==> src/rtl/gsq_pkg.sv <==
// Package for the bus controller sequencer: opcodes, messages, timing
package gsq_pkg;

   // ===========================================================
   // Clock and timing
   localparam int CLK_MHZ = 200;
   localparam int IFC_MIN_US = 100;
   localparam int PAR_POLL_MIN_US = 25;
   localparam int IFC_CYCLES = IFC_MIN_US * CLK_MHZ;
   localparam int PAR_POLL_CYCLES = PAR_POLL_MIN_US * CLK_MHZ;
   localparam int TIMER_W = 16;

   // ===========================================================
   // Request opcodes
   typedef enum logic [3:0] {
      GSQ_ABORT = 4'h0,
      GSQ_CLEAR = 4'h1,
      GSQ_LOCKOUT = 4'h2,
      GSQ_PASS = 4'h3,
      GSQ_PAR_POLL = 4'h4,
      GSQ_PP_CFG = 4'h5,
      GSQ_PP_UNCFG = 4'h6,
      GSQ_REMOTE = 4'h7,
      GSQ_SPOLL = 4'h8,
      GSQ_TRIGGER = 4'h9
   } gsq_op_t;

   // ===========================================================
   // Step kinds of a sequence
   typedef enum logic [2:0] {
      ST_END = 3'h0,
      ST_BYTE = 3'h1,
      ST_ATN_ON = 3'h2,
      ST_ATN_OFF = 3'h3,
      ST_IFC = 3'h4,
      ST_REN = 3'h5,
      ST_PAR_POLL = 3'h6,
      ST_READ = 3'h7
   } gsq_kind_t;

   // Byte selectors for ST_BYTE steps
   localparam logic [3:0] B_FIXED = 4'h0;
   localparam logic [3:0] B_MTA = 4'h1;
   localparam logic [3:0] B_MLA = 4'h2;
   localparam logic [3:0] B_LAD = 4'h3;
   localparam logic [3:0] B_TAD = 4'h4;
   localparam logic [3:0] B_SAD = 4'h5;

   typedef struct packed {
      gsq_kind_t kind;
      logic [3:0] sel;
      logic [7:0] code;
   } gsq_step_t;

   // ===========================================================
   // Multiline message codes
   localparam logic [7:0] MSG_DCL = 8'h14;
   localparam logic [7:0] MSG_SDC = 8'h04;
   localparam logic [7:0] MSG_LLO = 8'h11;
   localparam logic [7:0] MSG_TCT = 8'h09;
   localparam logic [7:0] MSG_PPC = 8'h05;
   localparam logic [7:0] MSG_PPU = 8'h15;
   localparam logic [7:0] MSG_PPE = 8'h60;
   localparam logic [7:0] MSG_PPD = 8'h70;
   localparam logic [7:0] MSG_SPE = 8'h18;
   localparam logic [7:0] MSG_SPD = 8'h19;
   localparam logic [7:0] MSG_GET = 8'h08;
   localparam logic [7:0] MSG_UNL = 8'h3F;
   localparam logic [7:0] MSG_UNT = 8'h5F;
   localparam logic [7:0] LISTEN_BASE = 8'h20;
   localparam logic [7:0] TALK_BASE = 8'h40;
   localparam logic [7:0] SECOND_BASE = 8'h60;

   localparam int SEQ_LEN = 12;
   localparam int IDX_W = 4;

   // ===========================================================
   // Request and answer carriers
   typedef struct packed {
      gsq_op_t op;
      logic addressed;
      logic [4:0] primary;
      logic has_secondary;
      logic [4:0] secondary;
      logic [7:0] ppe_code;
   } gsq_req_t;

   typedef struct packed {
      logic done;
      logic error;
      logic [7:0] data;
   } gsq_rsp_t;

endpackage

==> src/rtl/gsq_sequencer.sv <==
// Controller-side bus sequencer that turns requests into bus messages
`timescale 1ns/1ps
// ==============================================================
module gsq_sequencer
   import gsq_pkg::*;
(
   input wire logic SYS_CLK,
   input wire logic RST,
   input wire logic CE,
   input wire logic SYS_CTRL,
   input wire logic [4:0] MY_ADDR,
   input wire logic REQ_VALID,
   output logic REQ_READY,
   input wire gsq_req_t REQ,
   output gsq_rsp_t RSP,
   output logic ACTIVE_CTRL,
   output logic BUS_ATN,
   output logic BUS_IFC,
   output logic BUS_REN,
   output logic BUS_EOI,
   output logic [7:0] BYTE_DATA,
   output logic BYTE_VALID,
   input wire logic BYTE_DONE,
   output logic READ_REQ,
   input wire logic READ_VALID,
   input wire logic [7:0] READ_DATA
);

   // ===========================================================
   // State
   typedef enum logic [3:0] {
      S_IDLE = 4'b0001,
      S_STEP = 4'b0010,
      S_WAIT = 4'b0100,
      S_DONE = 4'b1000
   } gsq_state_t;

   gsq_state_t state, next_state;
   gsq_step_t seq [SEQ_LEN];
   gsq_step_t next_seq [SEQ_LEN];
   gsq_req_t req_q, next_req_q;
   logic [IDX_W-1:0] idx, next_idx;
   logic atn, next_atn;
   logic atn_saved, next_atn_saved;
   logic ifc, next_ifc;
   logic ren, next_ren;
   logic eoi, next_eoi;
   logic active, next_active;
   logic [7:0] obyte, next_obyte;
   logic ovalid, next_ovalid;
   logic rreq, next_rreq;
   gsq_rsp_t rsp, next_rsp;
   logic tmr_load;
   logic [TIMER_W-1:0] tmr_count;
   logic tmr_expired;
   logic legal;
   gsq_step_t cur;

   gsq_timer u_timer (
      .clk(SYS_CLK),
      .rst(RST),
      .ce(CE),
      .load(tmr_load),
      .count(tmr_count),
      .expired(tmr_expired)
   );

   function automatic gsq_step_t mk(gsq_kind_t k, logic [3:0] s, logic [7:0] c);
      gsq_step_t r;
      r.kind = k;
      r.sel = s;
      r.code = c;
      return r;
   endfunction

   // ===========================================================
   // Sequence builder: legality and ordered step list
   always_comb begin
      gsq_step_t b [SEQ_LEN];
      int n;
      for (int i = 0; i < SEQ_LEN; i++) begin
         b[i] = mk(ST_END, B_FIXED, 8'h00);
      end
      n = 0;
      legal = 1'b0;
      unique case (REQ.op)
         GSQ_ABORT: begin
            legal = 1'b1;
            if (SYS_CTRL) begin
               b[0] = mk(ST_IFC, B_FIXED, 8'h00);
               b[1] = mk(ST_REN, B_FIXED, 8'h00);
               b[2] = mk(ST_ATN_ON, B_FIXED, 8'h00);
            end else if (active) begin
               b[0] = mk(ST_ATN_ON, B_FIXED, 8'h00);
               b[1] = mk(ST_BYTE, B_MTA, 8'h00);
               b[2] = mk(ST_BYTE, B_FIXED, MSG_UNL);
               b[3] = mk(ST_ATN_ON, B_FIXED, 8'h00);
            end
         end
         GSQ_CLEAR: begin
            legal = active;
            b[0] = mk(ST_ATN_ON, B_FIXED, 8'h00);
            if (!REQ.addressed) begin
               b[1] = mk(ST_BYTE, B_FIXED, MSG_DCL);
            end else begin
               b[1] = mk(ST_BYTE, B_MTA, 8'h00);
               b[2] = mk(ST_BYTE, B_FIXED, MSG_UNL);
               b[3] = mk(ST_BYTE, B_LAD, 8'h00);
               b[4] = mk(ST_BYTE, B_FIXED, MSG_SDC);
            end
         end
         GSQ_LOCKOUT: begin
            legal = active && !REQ.addressed;
            b[0] = mk(ST_ATN_ON, B_FIXED, 8'h00);
            b[1] = mk(ST_BYTE, B_FIXED, MSG_LLO);
         end
         GSQ_PASS: begin
            legal = active && REQ.addressed;
            b[0] = mk(ST_ATN_ON, B_FIXED, 8'h00);
            b[1] = mk(ST_BYTE, B_FIXED, MSG_UNL);
            b[2] = mk(ST_BYTE, B_TAD, 8'h00);
            b[3] = mk(ST_BYTE, B_FIXED, MSG_TCT);
            b[4] = mk(ST_ATN_OFF, B_MTA, 8'h01);
         end
         GSQ_PAR_POLL: begin
            legal = active && !REQ.addressed;
            b[0] = mk(ST_PAR_POLL, B_FIXED, 8'h00);
         end
         GSQ_PP_CFG: begin
            legal = active && REQ.addressed;
            b[0] = mk(ST_ATN_ON, B_FIXED, 8'h00);
            b[1] = mk(ST_BYTE, B_MTA, 8'h00);
            b[2] = mk(ST_BYTE, B_FIXED, MSG_UNL);
            b[3] = mk(ST_BYTE, B_LAD, 8'h00);
            b[4] = mk(ST_BYTE, B_FIXED, MSG_PPC);
            b[5] = mk(ST_BYTE, B_FIXED, MSG_PPE | {4'h0, REQ.ppe_code[3:0]});
         end
         GSQ_PP_UNCFG: begin
            legal = active;
            b[0] = mk(ST_ATN_ON, B_FIXED, 8'h00);
            if (!REQ.addressed) begin
               b[1] = mk(ST_BYTE, B_FIXED, MSG_PPU);
            end else begin
               b[1] = mk(ST_BYTE, B_MTA, 8'h00);
               b[2] = mk(ST_BYTE, B_FIXED, MSG_UNL);
               b[3] = mk(ST_BYTE, B_LAD, 8'h00);
               b[4] = mk(ST_BYTE, B_FIXED, MSG_PPC);
               b[5] = mk(ST_BYTE, B_FIXED, MSG_PPD);
            end
         end
         GSQ_REMOTE: begin
            legal = SYS_CTRL && (active || !REQ.addressed);
            b[0] = mk(ST_REN, B_FIXED, 8'h00);
            if (active) begin
               b[1] = mk(ST_ATN_ON, B_FIXED, 8'h00);
               if (REQ.addressed) begin
                  b[2] = mk(ST_BYTE, B_MTA, 8'h00);
                  b[3] = mk(ST_BYTE, B_FIXED, MSG_UNL);
                  b[4] = mk(ST_BYTE, B_LAD, 8'h00);
               end
            end
         end
         GSQ_SPOLL: begin
            legal = active && REQ.addressed;
            b[0] = mk(ST_ATN_ON, B_FIXED, 8'h00);
            b[1] = mk(ST_BYTE, B_FIXED, MSG_UNL);
            b[2] = mk(ST_BYTE, B_MLA, 8'h00);
            b[3] = mk(ST_BYTE, B_TAD, 8'h00);
            n = 4;
            if (REQ.has_secondary) begin
               b[4] = mk(ST_BYTE, B_SAD, 8'h00);
               n = 5;
            end
            b[n] = mk(ST_BYTE, B_FIXED, MSG_SPE);
            b[n + 1] = mk(ST_ATN_OFF, B_FIXED, 8'h00);
            b[n + 2] = mk(ST_READ, B_FIXED, 8'h00);
            b[n + 3] = mk(ST_ATN_ON, B_FIXED, 8'h00);
            b[n + 4] = mk(ST_BYTE, B_FIXED, MSG_SPD);
            b[n + 5] = mk(ST_BYTE, B_FIXED, MSG_UNT);
         end
         GSQ_TRIGGER: begin
            legal = active;
            b[0] = mk(ST_ATN_ON, B_FIXED, 8'h00);
            if (!REQ.addressed) begin
               b[1] = mk(ST_BYTE, B_FIXED, MSG_GET);
            end else begin
               n = 1;
               if (!SYS_CTRL) begin
                  b[1] = mk(ST_BYTE, B_MTA, 8'h00);
                  n = 2;
               end
               b[n] = mk(ST_BYTE, B_FIXED, MSG_UNL);
               b[n + 1] = mk(ST_BYTE, B_LAD, 8'h00);
               b[n + 2] = mk(ST_BYTE, B_FIXED, MSG_GET);
            end
         end
         default: begin
            legal = 1'b0;
         end
      endcase
      next_seq = b;
   end

   // ===========================================================
   // Step executor
   assign cur = seq[idx];

   function automatic logic [7:0] pick(gsq_step_t s, gsq_req_t r, logic [4:0] me);
      logic [7:0] v;
      v = s.code;
      unique case (s.sel)
         B_MTA: v = TALK_BASE | {3'h0, me};
         B_MLA: v = LISTEN_BASE | {3'h0, me};
         B_LAD: v = LISTEN_BASE | {3'h0, r.primary};
         B_TAD: v = TALK_BASE | {3'h0, r.primary};
         B_SAD: v = SECOND_BASE | {3'h0, r.secondary};
         default: v = s.code;
      endcase
      return v;
   endfunction

   always_comb begin
      next_state = state;
      next_req_q = req_q;
      next_idx = idx;
      next_atn = atn;
      next_atn_saved = atn_saved;
      next_ifc = ifc;
      next_ren = ren;
      next_eoi = eoi;
      next_active = active;
      next_obyte = obyte;
      next_ovalid = ovalid;
      next_rreq = rreq;
      next_rsp = rsp;
      next_rsp.done = 1'b0;
      tmr_load = 1'b0;
      tmr_count = '0;
      unique case (state)
         S_IDLE: begin
            if (REQ_VALID) begin
               next_req_q = REQ;
               next_idx = '0;
               if (legal) begin
                  next_state = S_STEP;
               end else begin
                  // Nothing on the bus, attention untouched
                  next_rsp.error = 1'b1;
                  next_rsp.done = 1'b1;
               end
            end
         end
         S_STEP: begin
            unique case (cur.kind)
               ST_END: begin
                  next_rsp.error = 1'b0;
                  next_rsp.done = 1'b1;
                  next_state = S_IDLE;
               end
               ST_BYTE: begin
                  next_obyte = pick(cur, req_q, MY_ADDR);
                  next_ovalid = 1'b1;
                  next_state = S_WAIT;
               end
               ST_ATN_ON: begin
                  next_atn = 1'b1;
                  next_idx = idx + 4'h1;
               end
               ST_ATN_OFF: begin
                  next_atn = 1'b0;
                  if (cur.code[0]) begin
                     next_active = 1'b0;
                  end
                  next_idx = idx + 4'h1;
               end
               ST_IFC: begin
                  next_ifc = 1'b1;
                  tmr_load = 1'b1;
                  tmr_count = TIMER_W'(IFC_CYCLES);
                  next_state = S_WAIT;
               end
               ST_REN: begin
                  next_ren = 1'b1;
                  next_idx = idx + 4'h1;
               end
               ST_PAR_POLL: begin
                  next_atn_saved = atn;
                  next_atn = 1'b1;
                  next_eoi = 1'b1;
                  tmr_load = 1'b1;
                  tmr_count = TIMER_W'(PAR_POLL_CYCLES);
                  next_state = S_WAIT;
               end
               ST_READ: begin
                  next_rreq = 1'b1;
                  next_state = S_WAIT;
               end
               default: begin
                  next_state = S_IDLE;
               end
            endcase
         end
         S_WAIT: begin
            if (ovalid) begin
               if (BYTE_DONE) begin
                  next_ovalid = 1'b0;
                  next_idx = idx + 4'h1;
                  next_state = S_STEP;
               end
            end else if (ifc) begin
               if (tmr_expired) begin
                  next_ifc = 1'b0;
                  next_active = 1'b1;
                  next_idx = idx + 4'h1;
                  next_state = S_STEP;
               end
            end else if (eoi && !rreq) begin
               // Read only after the full poll hold time
               if (tmr_expired) begin
                  next_rreq = 1'b1;
               end
            end else if (rreq && READ_VALID) begin
               next_rreq = 1'b0;
               next_rsp.data = READ_DATA;
               if (eoi) begin
                  next_eoi = 1'b0;
                  next_atn = atn_saved;
               end
               next_idx = idx + 4'h1;
               next_state = S_STEP;
            end
         end
         default: begin
            next_state = S_IDLE;
         end
      endcase
   end

   always_ff @(posedge SYS_CLK or posedge RST) begin
      if (RST) begin
         state <= S_IDLE;
         for (int i = 0; i < SEQ_LEN; i++) begin
            seq[i] <= '0;
         end
         req_q <= '0;
         idx <= '0;
         atn <= 1'b0;
         atn_saved <= 1'b0;
         ifc <= 1'b0;
         ren <= 1'b0;
         eoi <= 1'b0;
         active <= 1'b0;
         obyte <= 8'h00;
         ovalid <= 1'b0;
         rreq <= 1'b0;
         rsp <= '0;
      end else if (CE) begin
         state <= next_state;
         if (state == S_IDLE) begin
            seq <= next_seq;
         end
         req_q <= next_req_q;
         idx <= next_idx;
         atn <= next_atn;
         atn_saved <= next_atn_saved;
         ifc <= next_ifc;
         ren <= next_ren;
         eoi <= next_eoi;
         active <= next_active;
         obyte <= next_obyte;
         ovalid <= next_ovalid;
         rreq <= next_rreq;
         rsp <= next_rsp;
      end
   end

   // ===========================================================
   // Outputs
   assign REQ_READY = (state == S_IDLE) && CE;
   assign RSP = rsp;
   assign ACTIVE_CTRL = active;
   assign BUS_ATN = atn;
   assign BUS_IFC = ifc;
   assign BUS_REN = ren;
   assign BUS_EOI = eoi;
   assign BYTE_DATA = obyte;
   assign BYTE_VALID = ovalid;
   assign READ_REQ = rreq;

endmodule

==> src/rtl/gsq_timer.sv <==
// Minimum-duration countdown timer for held bus lines
`timescale 1ns/1ps
module gsq_timer
   import gsq_pkg::*;
(
   input wire logic clk,
   input wire logic rst,
   input wire logic ce,
   input wire logic load,
   input wire logic [TIMER_W-1:0] count,
   output logic expired
);

   logic [TIMER_W-1:0] remain;
   logic [TIMER_W-1:0] next_remain;

   always_comb begin
      next_remain = remain;
      if (load) begin
         next_remain = count;
      end else if (remain != '0) begin
         next_remain = remain - 16'h0001;
      end
   end

   always_ff @(posedge clk or posedge rst) begin
      if (rst) begin
         remain <= '0;
      end else if (ce) begin
         remain <= next_remain;
      end
   end

   // Expired one cycle after the count reaches one, so hold is never short
   assign expired = (remain == '0) && !load;

endmodule

==> config.mk <==
export PLATFORM = sky130hd
export DESIGN_NAME = gsq_sequencer
export DESIGN_NICKNAME = d
export VERILOG_FILES = /design/src/rtl/gsq_pkg.sv /design/src/rtl/gsq_sequencer.sv /design/src/rtl/gsq_timer.sv
export SDC_FILE = /design/constraint.sdc
export NUM_CORES = 1
export LEC_CHECK = 0
export ABC_AREA = 0
export BUFFER_PORTS_ARGS = -buffer_cell sky130_fd_sc_hd__buf_2
export CAP_MARGIN = 30
export CORE_UTILIZATION = 62
export CTS_CLUSTER_DIAMETER = 150
export DETAILED_ROUTE_END_ITERATION = 10
export PLACE_DENSITY = 0.9
export SYNTH_ARGS = -nofsm -noshare
export SYNTH_HDL_FRONTEND = slang
export SYNTH_SLANG_ARGS = --single-unit
==> constraint.sdc <==
create_clock -name SYS_CLK -period 8.8 [get_ports SYS_CLK]
set_clock_uncertainty 0.1 [all_clocks]
set_input_delay 0.44 -clock SYS_CLK [delete_from_list [all_inputs] [get_ports SYS_CLK]]
set_output_delay 0.44 -clock SYS_CLK [all_outputs]
set_load 0.03 [all_outputs]
### After elaboration in Yosys (flattened, before gate mapping)

Index checks and enable logic that the tools add are counted.

* bits in read-only memories: 0
* latch bits: 0
* memories kept: 0
* word-level logic and storage cells: 336
* register bits after elaboration: 240
* memory bits (writable): 0
* input bits: 44
* output and inout port bits: 26

* mux-type cells: 113
* multipliers: 0
* reduce and logical (&&, ||, !) cells: 52
* bitwise operators: 40
* eq/ne operators: 50
* add/sub/neg operators: 9
* div/mod/pow operators: 0
* $lt $le $gt $ge: 19
* shifts and indexed selects: 0

Operators by type and width (number)
* $demux W15 S4: 9
* $not A144 Y144: 3
* $and A156 B156 Y156: 2
* $not A156 Y156: 2
* $and A144 B144 Y144: 2
* $ge A32 B5 Y1 const B: 9
* $lt A32 B1 Y1 const B: 9
* $not A32 Y32: 9
* $mux W15: 18
* $pmux W30 S8: 1
* $not A96 Y96: 2
* $pmux W90 S2: 1
* $and A168 B168 Y168: 1
* $not A168 Y168: 1
* $mux W150: 1
* $and A143 B144 Y144: 1
* $pmux W15 S9: 1
* $and A132 B132 Y132: 1
* $not A132 Y132: 1
* $mux W59: 2
* $pmux W15 S7: 1
* $add A32 B3 Y32 const B: 3
* $and A95 B96 Y96: 1
* $and A96 B96 Y96: 1
* other kinds (66): 201

### Depth between registers and ports, before layout

* word-level depth: 15
* mapped depth: 10
* gate-level depth less buffers: 8

### Hierarchy

Synthesis repeated with hierarchy kept, for this count alone.

* cell total of the unflattened synthesis: 715
* area, all modules: 6292.3 µm²

By module, submodules not included
* gsq_sequencer: area each 5260.0 µm², seq. area each 2153.3 µm², cells each 591, times used 1
* gsq_timer: area each 1032.2 µm², seq. area each 400.4 µm², cells each 124, times used 1

### Worst setup path after synthesis

Ideal clock, no wire load.

* path type: register to register
* from: register idx[0]
* to: register idx[0]
* setup time: 0.125 ns
* clock period less this slack: 2.383 ns
* arrival: 2.159 ns
* buffers on the path: 2
* data required time: 8.575 ns
* slack: 6.417 ns
* cell stages (with the launch flop): 9
* cell sequence: dfrtp_1 -> buf_6 -> mux2_2 -> a22oi_1 -> o211a_1 -> buf_4 -> nand3_1 -> a21oi_1 -> mux2_2

* longest elaborated chain between the ends: 12
* elaborated cells on any way between the ends: 27
* those cells by class: add/sub (1); eq/ne (7); mux (13); bitwise (1); reduce/logical (5)

Ends and longest elaborated chain
* from (decl): RTL line gsq_sequencer.sv:42 `logic [IDX_W-1:0] idx, next_idx;`
* from (signal assigned): RTL line gsq_sequencer.sv:363 `idx <= next_idx;`
* $not A4 Y5 (implied by the code): RTL line gsq_sequencer.sv:206 `assign cur = seq[idx];`
* $bmux W15 S4: RTL line gsq_sequencer.sv:206
* $mux W15 (implied by the code) (2 in a row): RTL line gsq_sequencer.sv:206
* $eq A3 B3 Y1: RTL line gsq_sequencer.sv:254 `unique case (cur.kind)`
* $reduce_or A2 Y1 (no line)
* $mux W1: RTL line gsq_sequencer.sv:254
* $mux W1: RTL line gsq_sequencer.sv:239 `unique case (state)`
* $logic_not A1 Y1: RTL line gsq_timer.sv:35 `assign expired = (remain == '0) && !load;`
* $logic_and A1 B1 Y1: RTL line gsq_timer.sv:35
* $ne A4 B4 Y1 (no line)
* $reduce_and A8 Y1 (no line)

Several ways; a longest one is shown, not always the timed one. The select of a mux whose other input is x is not followed.
A chain may end at the register's enable or synchronous reset.

### Final worst setup path

* from: register idx[0]
* to: register u_timer.remain[7]

* longest elaborated chain between the ends: 10
* elaborated cells on any way between the ends: 14
* those cells by class: eq/ne (2); mux (8); bitwise (1); reduce/logical (3)

Ends and longest elaborated chain
* $not A4 Y5 (implied by the code) *: RTL line gsq_sequencer.sv:206
* $bmux W15 S4 *: RTL line gsq_sequencer.sv:206
* $mux W15 (implied by the code) * (2 in a row): RTL line gsq_sequencer.sv:206
* $eq A3 B3 Y1: RTL line gsq_sequencer.sv:254
* $reduce_or A2 Y1 (no line)
* $mux W1: RTL line gsq_sequencer.sv:254
* $mux W1: RTL line gsq_sequencer.sv:239
* $reduce_bool A2 Y1 (no line)
* $reduce_and A2 Y1 (no line)
* to (signal assigned): RTL line gsq_timer.sv:30 `remain <= next_remain;`
* to (decl): RTL line gsq_timer.sv:14 `logic [TIMER_W-1:0] remain;`

Every way passes the cells marked *; elsewhere a longest branch is shown, timed or not. The select of a mux whose other input is x is not followed.

==> results.json <==
{
  "fin_hold_ws_ns": -0.006098,
  "powerDensity_nw_per_um2": 168.8,
  "finalCritPeriodShare_pct": 41.17,
  "synth-compound-area-share_pct": 24.30,
  "synth_top_area_share_pct": 41.73,
  "nNetsFinal": 754,
  "synth_top_area_cell": "dfrtp_1",
  "grt_max_degree": 65,
  "htree_levels": 3,
  "clkSinkCount": 103,
  "timing.final.crit_period_ns": 3.623,
  "synth_xor_area_share_pct": 0.5728,
  "slew_violations": 0,
  "tritoncts": "yes",
  "worst_pin_slew_ns": 0.8268,
  "power.switching_uw": 371.5,
  "yosys-top-cells-area": "dfrtp_1 (42%), mux2_2 (6.3%), nand2_1 (6.1%)",
  "p_int_uw": 743.3,
  "ir_drop_mv": 0.07957,
  "synth_flop_cell": "dfrtp_1",
  "grt_pass1_wl_um": 25090,
  "cp-end-kind": "flip-flop",
  "startpoint_type": "flip-flop",
  "combPwrFrac_pct": 21.7,
  "cpMaxStageDelayCell": "a211oi_4",
  "post_cts_buffers": 0,
  "grt_pass1_vias": 5210,
  "synth_edf_count": 0,
  "first_pass_iters": 6,
  "drv_cap": 0,
  "timing.fmax_mhz": 276.0,
  "crit_buf_inv": 1,
  "slowest_delay_ns": 0.76,
  "dieArea_um2": 10270,
  "crit_fanout": 22,
  "rows": 35,
  "cts.reportedPaths.clkPinSlew_ns": 0.11,
  "synthesis.nets": 718,
  "place_congestion": 0.9225,
  "netlist_instances": 671,
  "criticalPathCategory": "flip-flop to flip-flop",
  "violations": "hold timing",
  "r2r_slack_ns": 5.18,
  "regToRegStartpoint": "idx[0]$_DFFE_PP0P_",
  "area_growth_pct": 7.999,
  "hold_viol": 5,
  "postRouteAntennaNets": 0,
  "setup_tns_ns": 0,
  "overflow": 0,
  "reg2reg_depth": 7,
  "clockPowerShare_pct": 24.6,
  "drc": 0,
  "drive_above_1_share_pct": 20.08,
  "initial_utilization_pct": 64.96,
  "numCtsBuffers": 9,
  "syn_area_um2": 6116,
  "synth.mux.area_fraction_pct": 8.183,
  "critical_path.cell_chain": "buf_4 -> mux4_2 -> nand2b_4 -> a211oi_4 -> o21a_1 -> o21ai_0 -> a22o_1",
  "cts_resized": 0,
  "antenna_cells": 0,
  "yosys.area_share.simple_pct": 19.86,
  "yosysMostFrequentCell": "dfrtp_1",
  "cp_top_family": "compound AO/OA/AOI/OAI gates",
  "vias": 5484,
  "cts_hold_buf": 0,
  "required_ns": 8.95,
  "slew_headroom_pct": 44.70,
  "critPathArrivalTime_ns": 3.77,
  "postPlaceCellArea_um2": 6427,
  "grt.total_usage_pct": 30.85,
  "chipHeight_um": 101.3,
  "drt-total-wl_um": 15140,
  "root_buffer": "clkbuf_8",
  "setup_viol": 0,
  "async_reset_ff_share_pct": 100.0,
  "first_iter_violations": 484,
  "synth_cell_type_count": 87,
  "ys_warn_count": 0,
  "core_um2": 9415,
  "final_cell_area_um2": 6605,
  "hold_class": "input pin to async pin",
  "p_leak_nw": 2.982,
  "synthTopCellsByCount": "dfrtp_1 (102), nand2_1 (99), nor2_1 (52)",
  "io_buffers": 64,
  "vias_per_cell": 6.521,
  "seqPwrFrac_pct": 53.7,
  "io_pins": 70,
  "synth_fa_ha_area_share_pct": 0.6137,
  "cts.path.max_buffers": 2,
  "avgSynthCellArea_um2": 9.115,
  "swShare_pct": 33.32,
  "dp_hpwl_um": 10830,
  "synth-seq-area-share_pct": 42.16,
  "r2r_end": "u_timer.remain[7]$_DFFE_PP0P_",
  "synth_top_family_by_area": "compound AO/OA/AOI/OAI gates",
  "die_w_um": 101.3,
  "status": "complete, but fails checks",
  "insertion_delay_ns": 0.36,
  "grt_setup_unrepaired": "no",
  "utilization_pct": 70.15,
  "ys_ff_latch": 103,
  "wire_per_inst_um": 18.00,
  "antenna_found_initial": 0
}
-- worst reg2reg max path: cells and delay by family (launching register included) --
kind	cells	cell delay (ns)
AOI/OAI and AO/OA	4	1.69
DFF	1	0.64
buffers and inverters	1	0.38
muxes	1	0.54
and+or+nand+nor	1	0.18
-- cell usage in the layout, fill, tap and decap left out, drive strengths merged, types with 3 or more instances in the layout --
| cell | synthesis | routed |
|---|---|---|
| nand3b | 4 | 4 |
| o21ai | 51 | 51 |
| nand3 | 25 | 25 |
| o31a | 4 | 4 |
| a22oi | 6 | 6 |
| o31ai | 8 | 8 |
| and3 | 5 | 5 |
| nand2 | 99 | 99 |
| ha | 3 | 3 |
| or3 | 5 | 5 |
| or2 | 5 | 5 |
| a211oi | 5 | 5 |
| and2 | 5 | 5 |
| o221ai | 8 | 8 |
| o211a | 3 | 3 |
| a41o | 3 | 3 |
| nor2 | 53 | 53 |
| nor2b | 9 | 9 |
| dfrtp | 102 | 102 |
| o2bb2ai | 3 | 3 |
| a21oi | 34 | 34 |
| nor3b | 3 | 3 |
| mux2i | 8 | 8 |
| a2bb2oi | 4 | 4 |
| a21o | 6 | 6 |
| nand4 | 4 | 4 |
| inv | 15 | 18 |
| a22o | 13 | 13 |
| nor3 | 15 | 15 |
| o2111ai | 5 | 5 |
| a32oi | 3 | 3 |
| nand2b | 10 | 10 |
| buf | 15 | 68 |
| a221oi | 8 | 8 |
| a31oi | 18 | 18 |
| mux2 | 35 | 35 |
| clkbuf | 28 | 10 |
-- per-stage QoR --
stage                     hold WS (ns)  power (mW)  cells  setup slack, ns
after floorplan                 0.3331      0.7732    671            5.558
after global placement          0.3444      0.8255    825            5.340
after detailed placement        0.3494      0.8420    825            5.223
after CTS                     0.004977       1.117    841            5.209
final                        -0.006098       1.115    841            5.177
after global routing           0.01663       1.173    841            5.018
-- power by group through the flow --
| stage | registers [mW] | logic [mW] | clock network (mW) |
|---|---|---|---|
| after floorplan | 0.592 | 0.181 | 0 |
| after detailed placement | 0.604 | 0.238 | 0 |
| final | 0.599 | 0.242 | 0.274 |
| after global placement | 0.599 | 0.227 | 0 |
| after CTS | 0.596 | 0.240 | 0.281 |
| after global routing | 0.606 | 0.268 | 0.299 |
-- kinds of logic after synthesis --
logic type	Yosys count
muxes	44
xor gates and xnor gates	4
DFF	103
other	1
adders and majority gates	3
AOI/OAI and AO/OA	205
buffers and inverters	58
and+or+nand+nor	253
-- metal layers --
layer	part of all wire, %	wire length, um	track usage [%]
met1	42	6338	40.04
met2	49	7412	50.71
met3	6.7	1009	6.211
met4	2.5	375	12.82
met5	0	0	0
-- flip-flops by register name, summed over array words and instances (netlist names) --
signal,count
BUS_IFC,1
BYTE_DATA,7
u_timer.remain,16
atn_saved,1
idx,4
ACTIVE_CTRL,1
BUS_REN,1
seq,45
RSP,10
BUS_ATN,1
BUS_EOI,1
READ_REQ,1
BYTE_VALID,1
req_q,10
state,3
-- worst max path at each step --
| stage | startpoint | cells past startpoint | endpoint | slack (ns) |
|---|---|---|---|---|
| 3_5_place_dp | idx[0]$_DFFE_PP0P_ | 7 | u_timer.remain[9]$_DFFE_PP0P_ | 5.22 |
| 3_3_place_gp | idx[0]$_DFFE_PP0P_ | 7 | u_timer.remain[9]$_DFFE_PP0P_ | 5.34 |
| 2_1_floorplan | RST | 1 | ACTIVE_CTRL$_DFFE_PP0P_ | 5.56 |
| 6_report | idx[0]$_DFFE_PP0P_ | 7 | u_timer.remain[7]$_DFFE_PP0P_ | 5.18 |
| 5_1_grt | idx[0]$_DFFE_PP0P_ | 7 | u_timer.remain[7]$_DFFE_PP0P_ | 5.02 |
| 4_1_cts | idx[0]$_DFFE_PP0P_ | 7 | u_timer.remain[7]$_DFFE_PP0P_ | 5.21 |
-- layout make-up --
class / instances / area, um2
clock inverters: 6 / 50.05
well taps: 129 / 161.4
flip-flops and latches: 103 / 2579
inverters: 15 / 58.81
clock buffers: 10 / 127.6
multi-input cells: 510 / 3278
fillers: 721 / 2810
repair buffers: 68 / 350.3
Note: power is estimated with default switching activity, not from simulation.
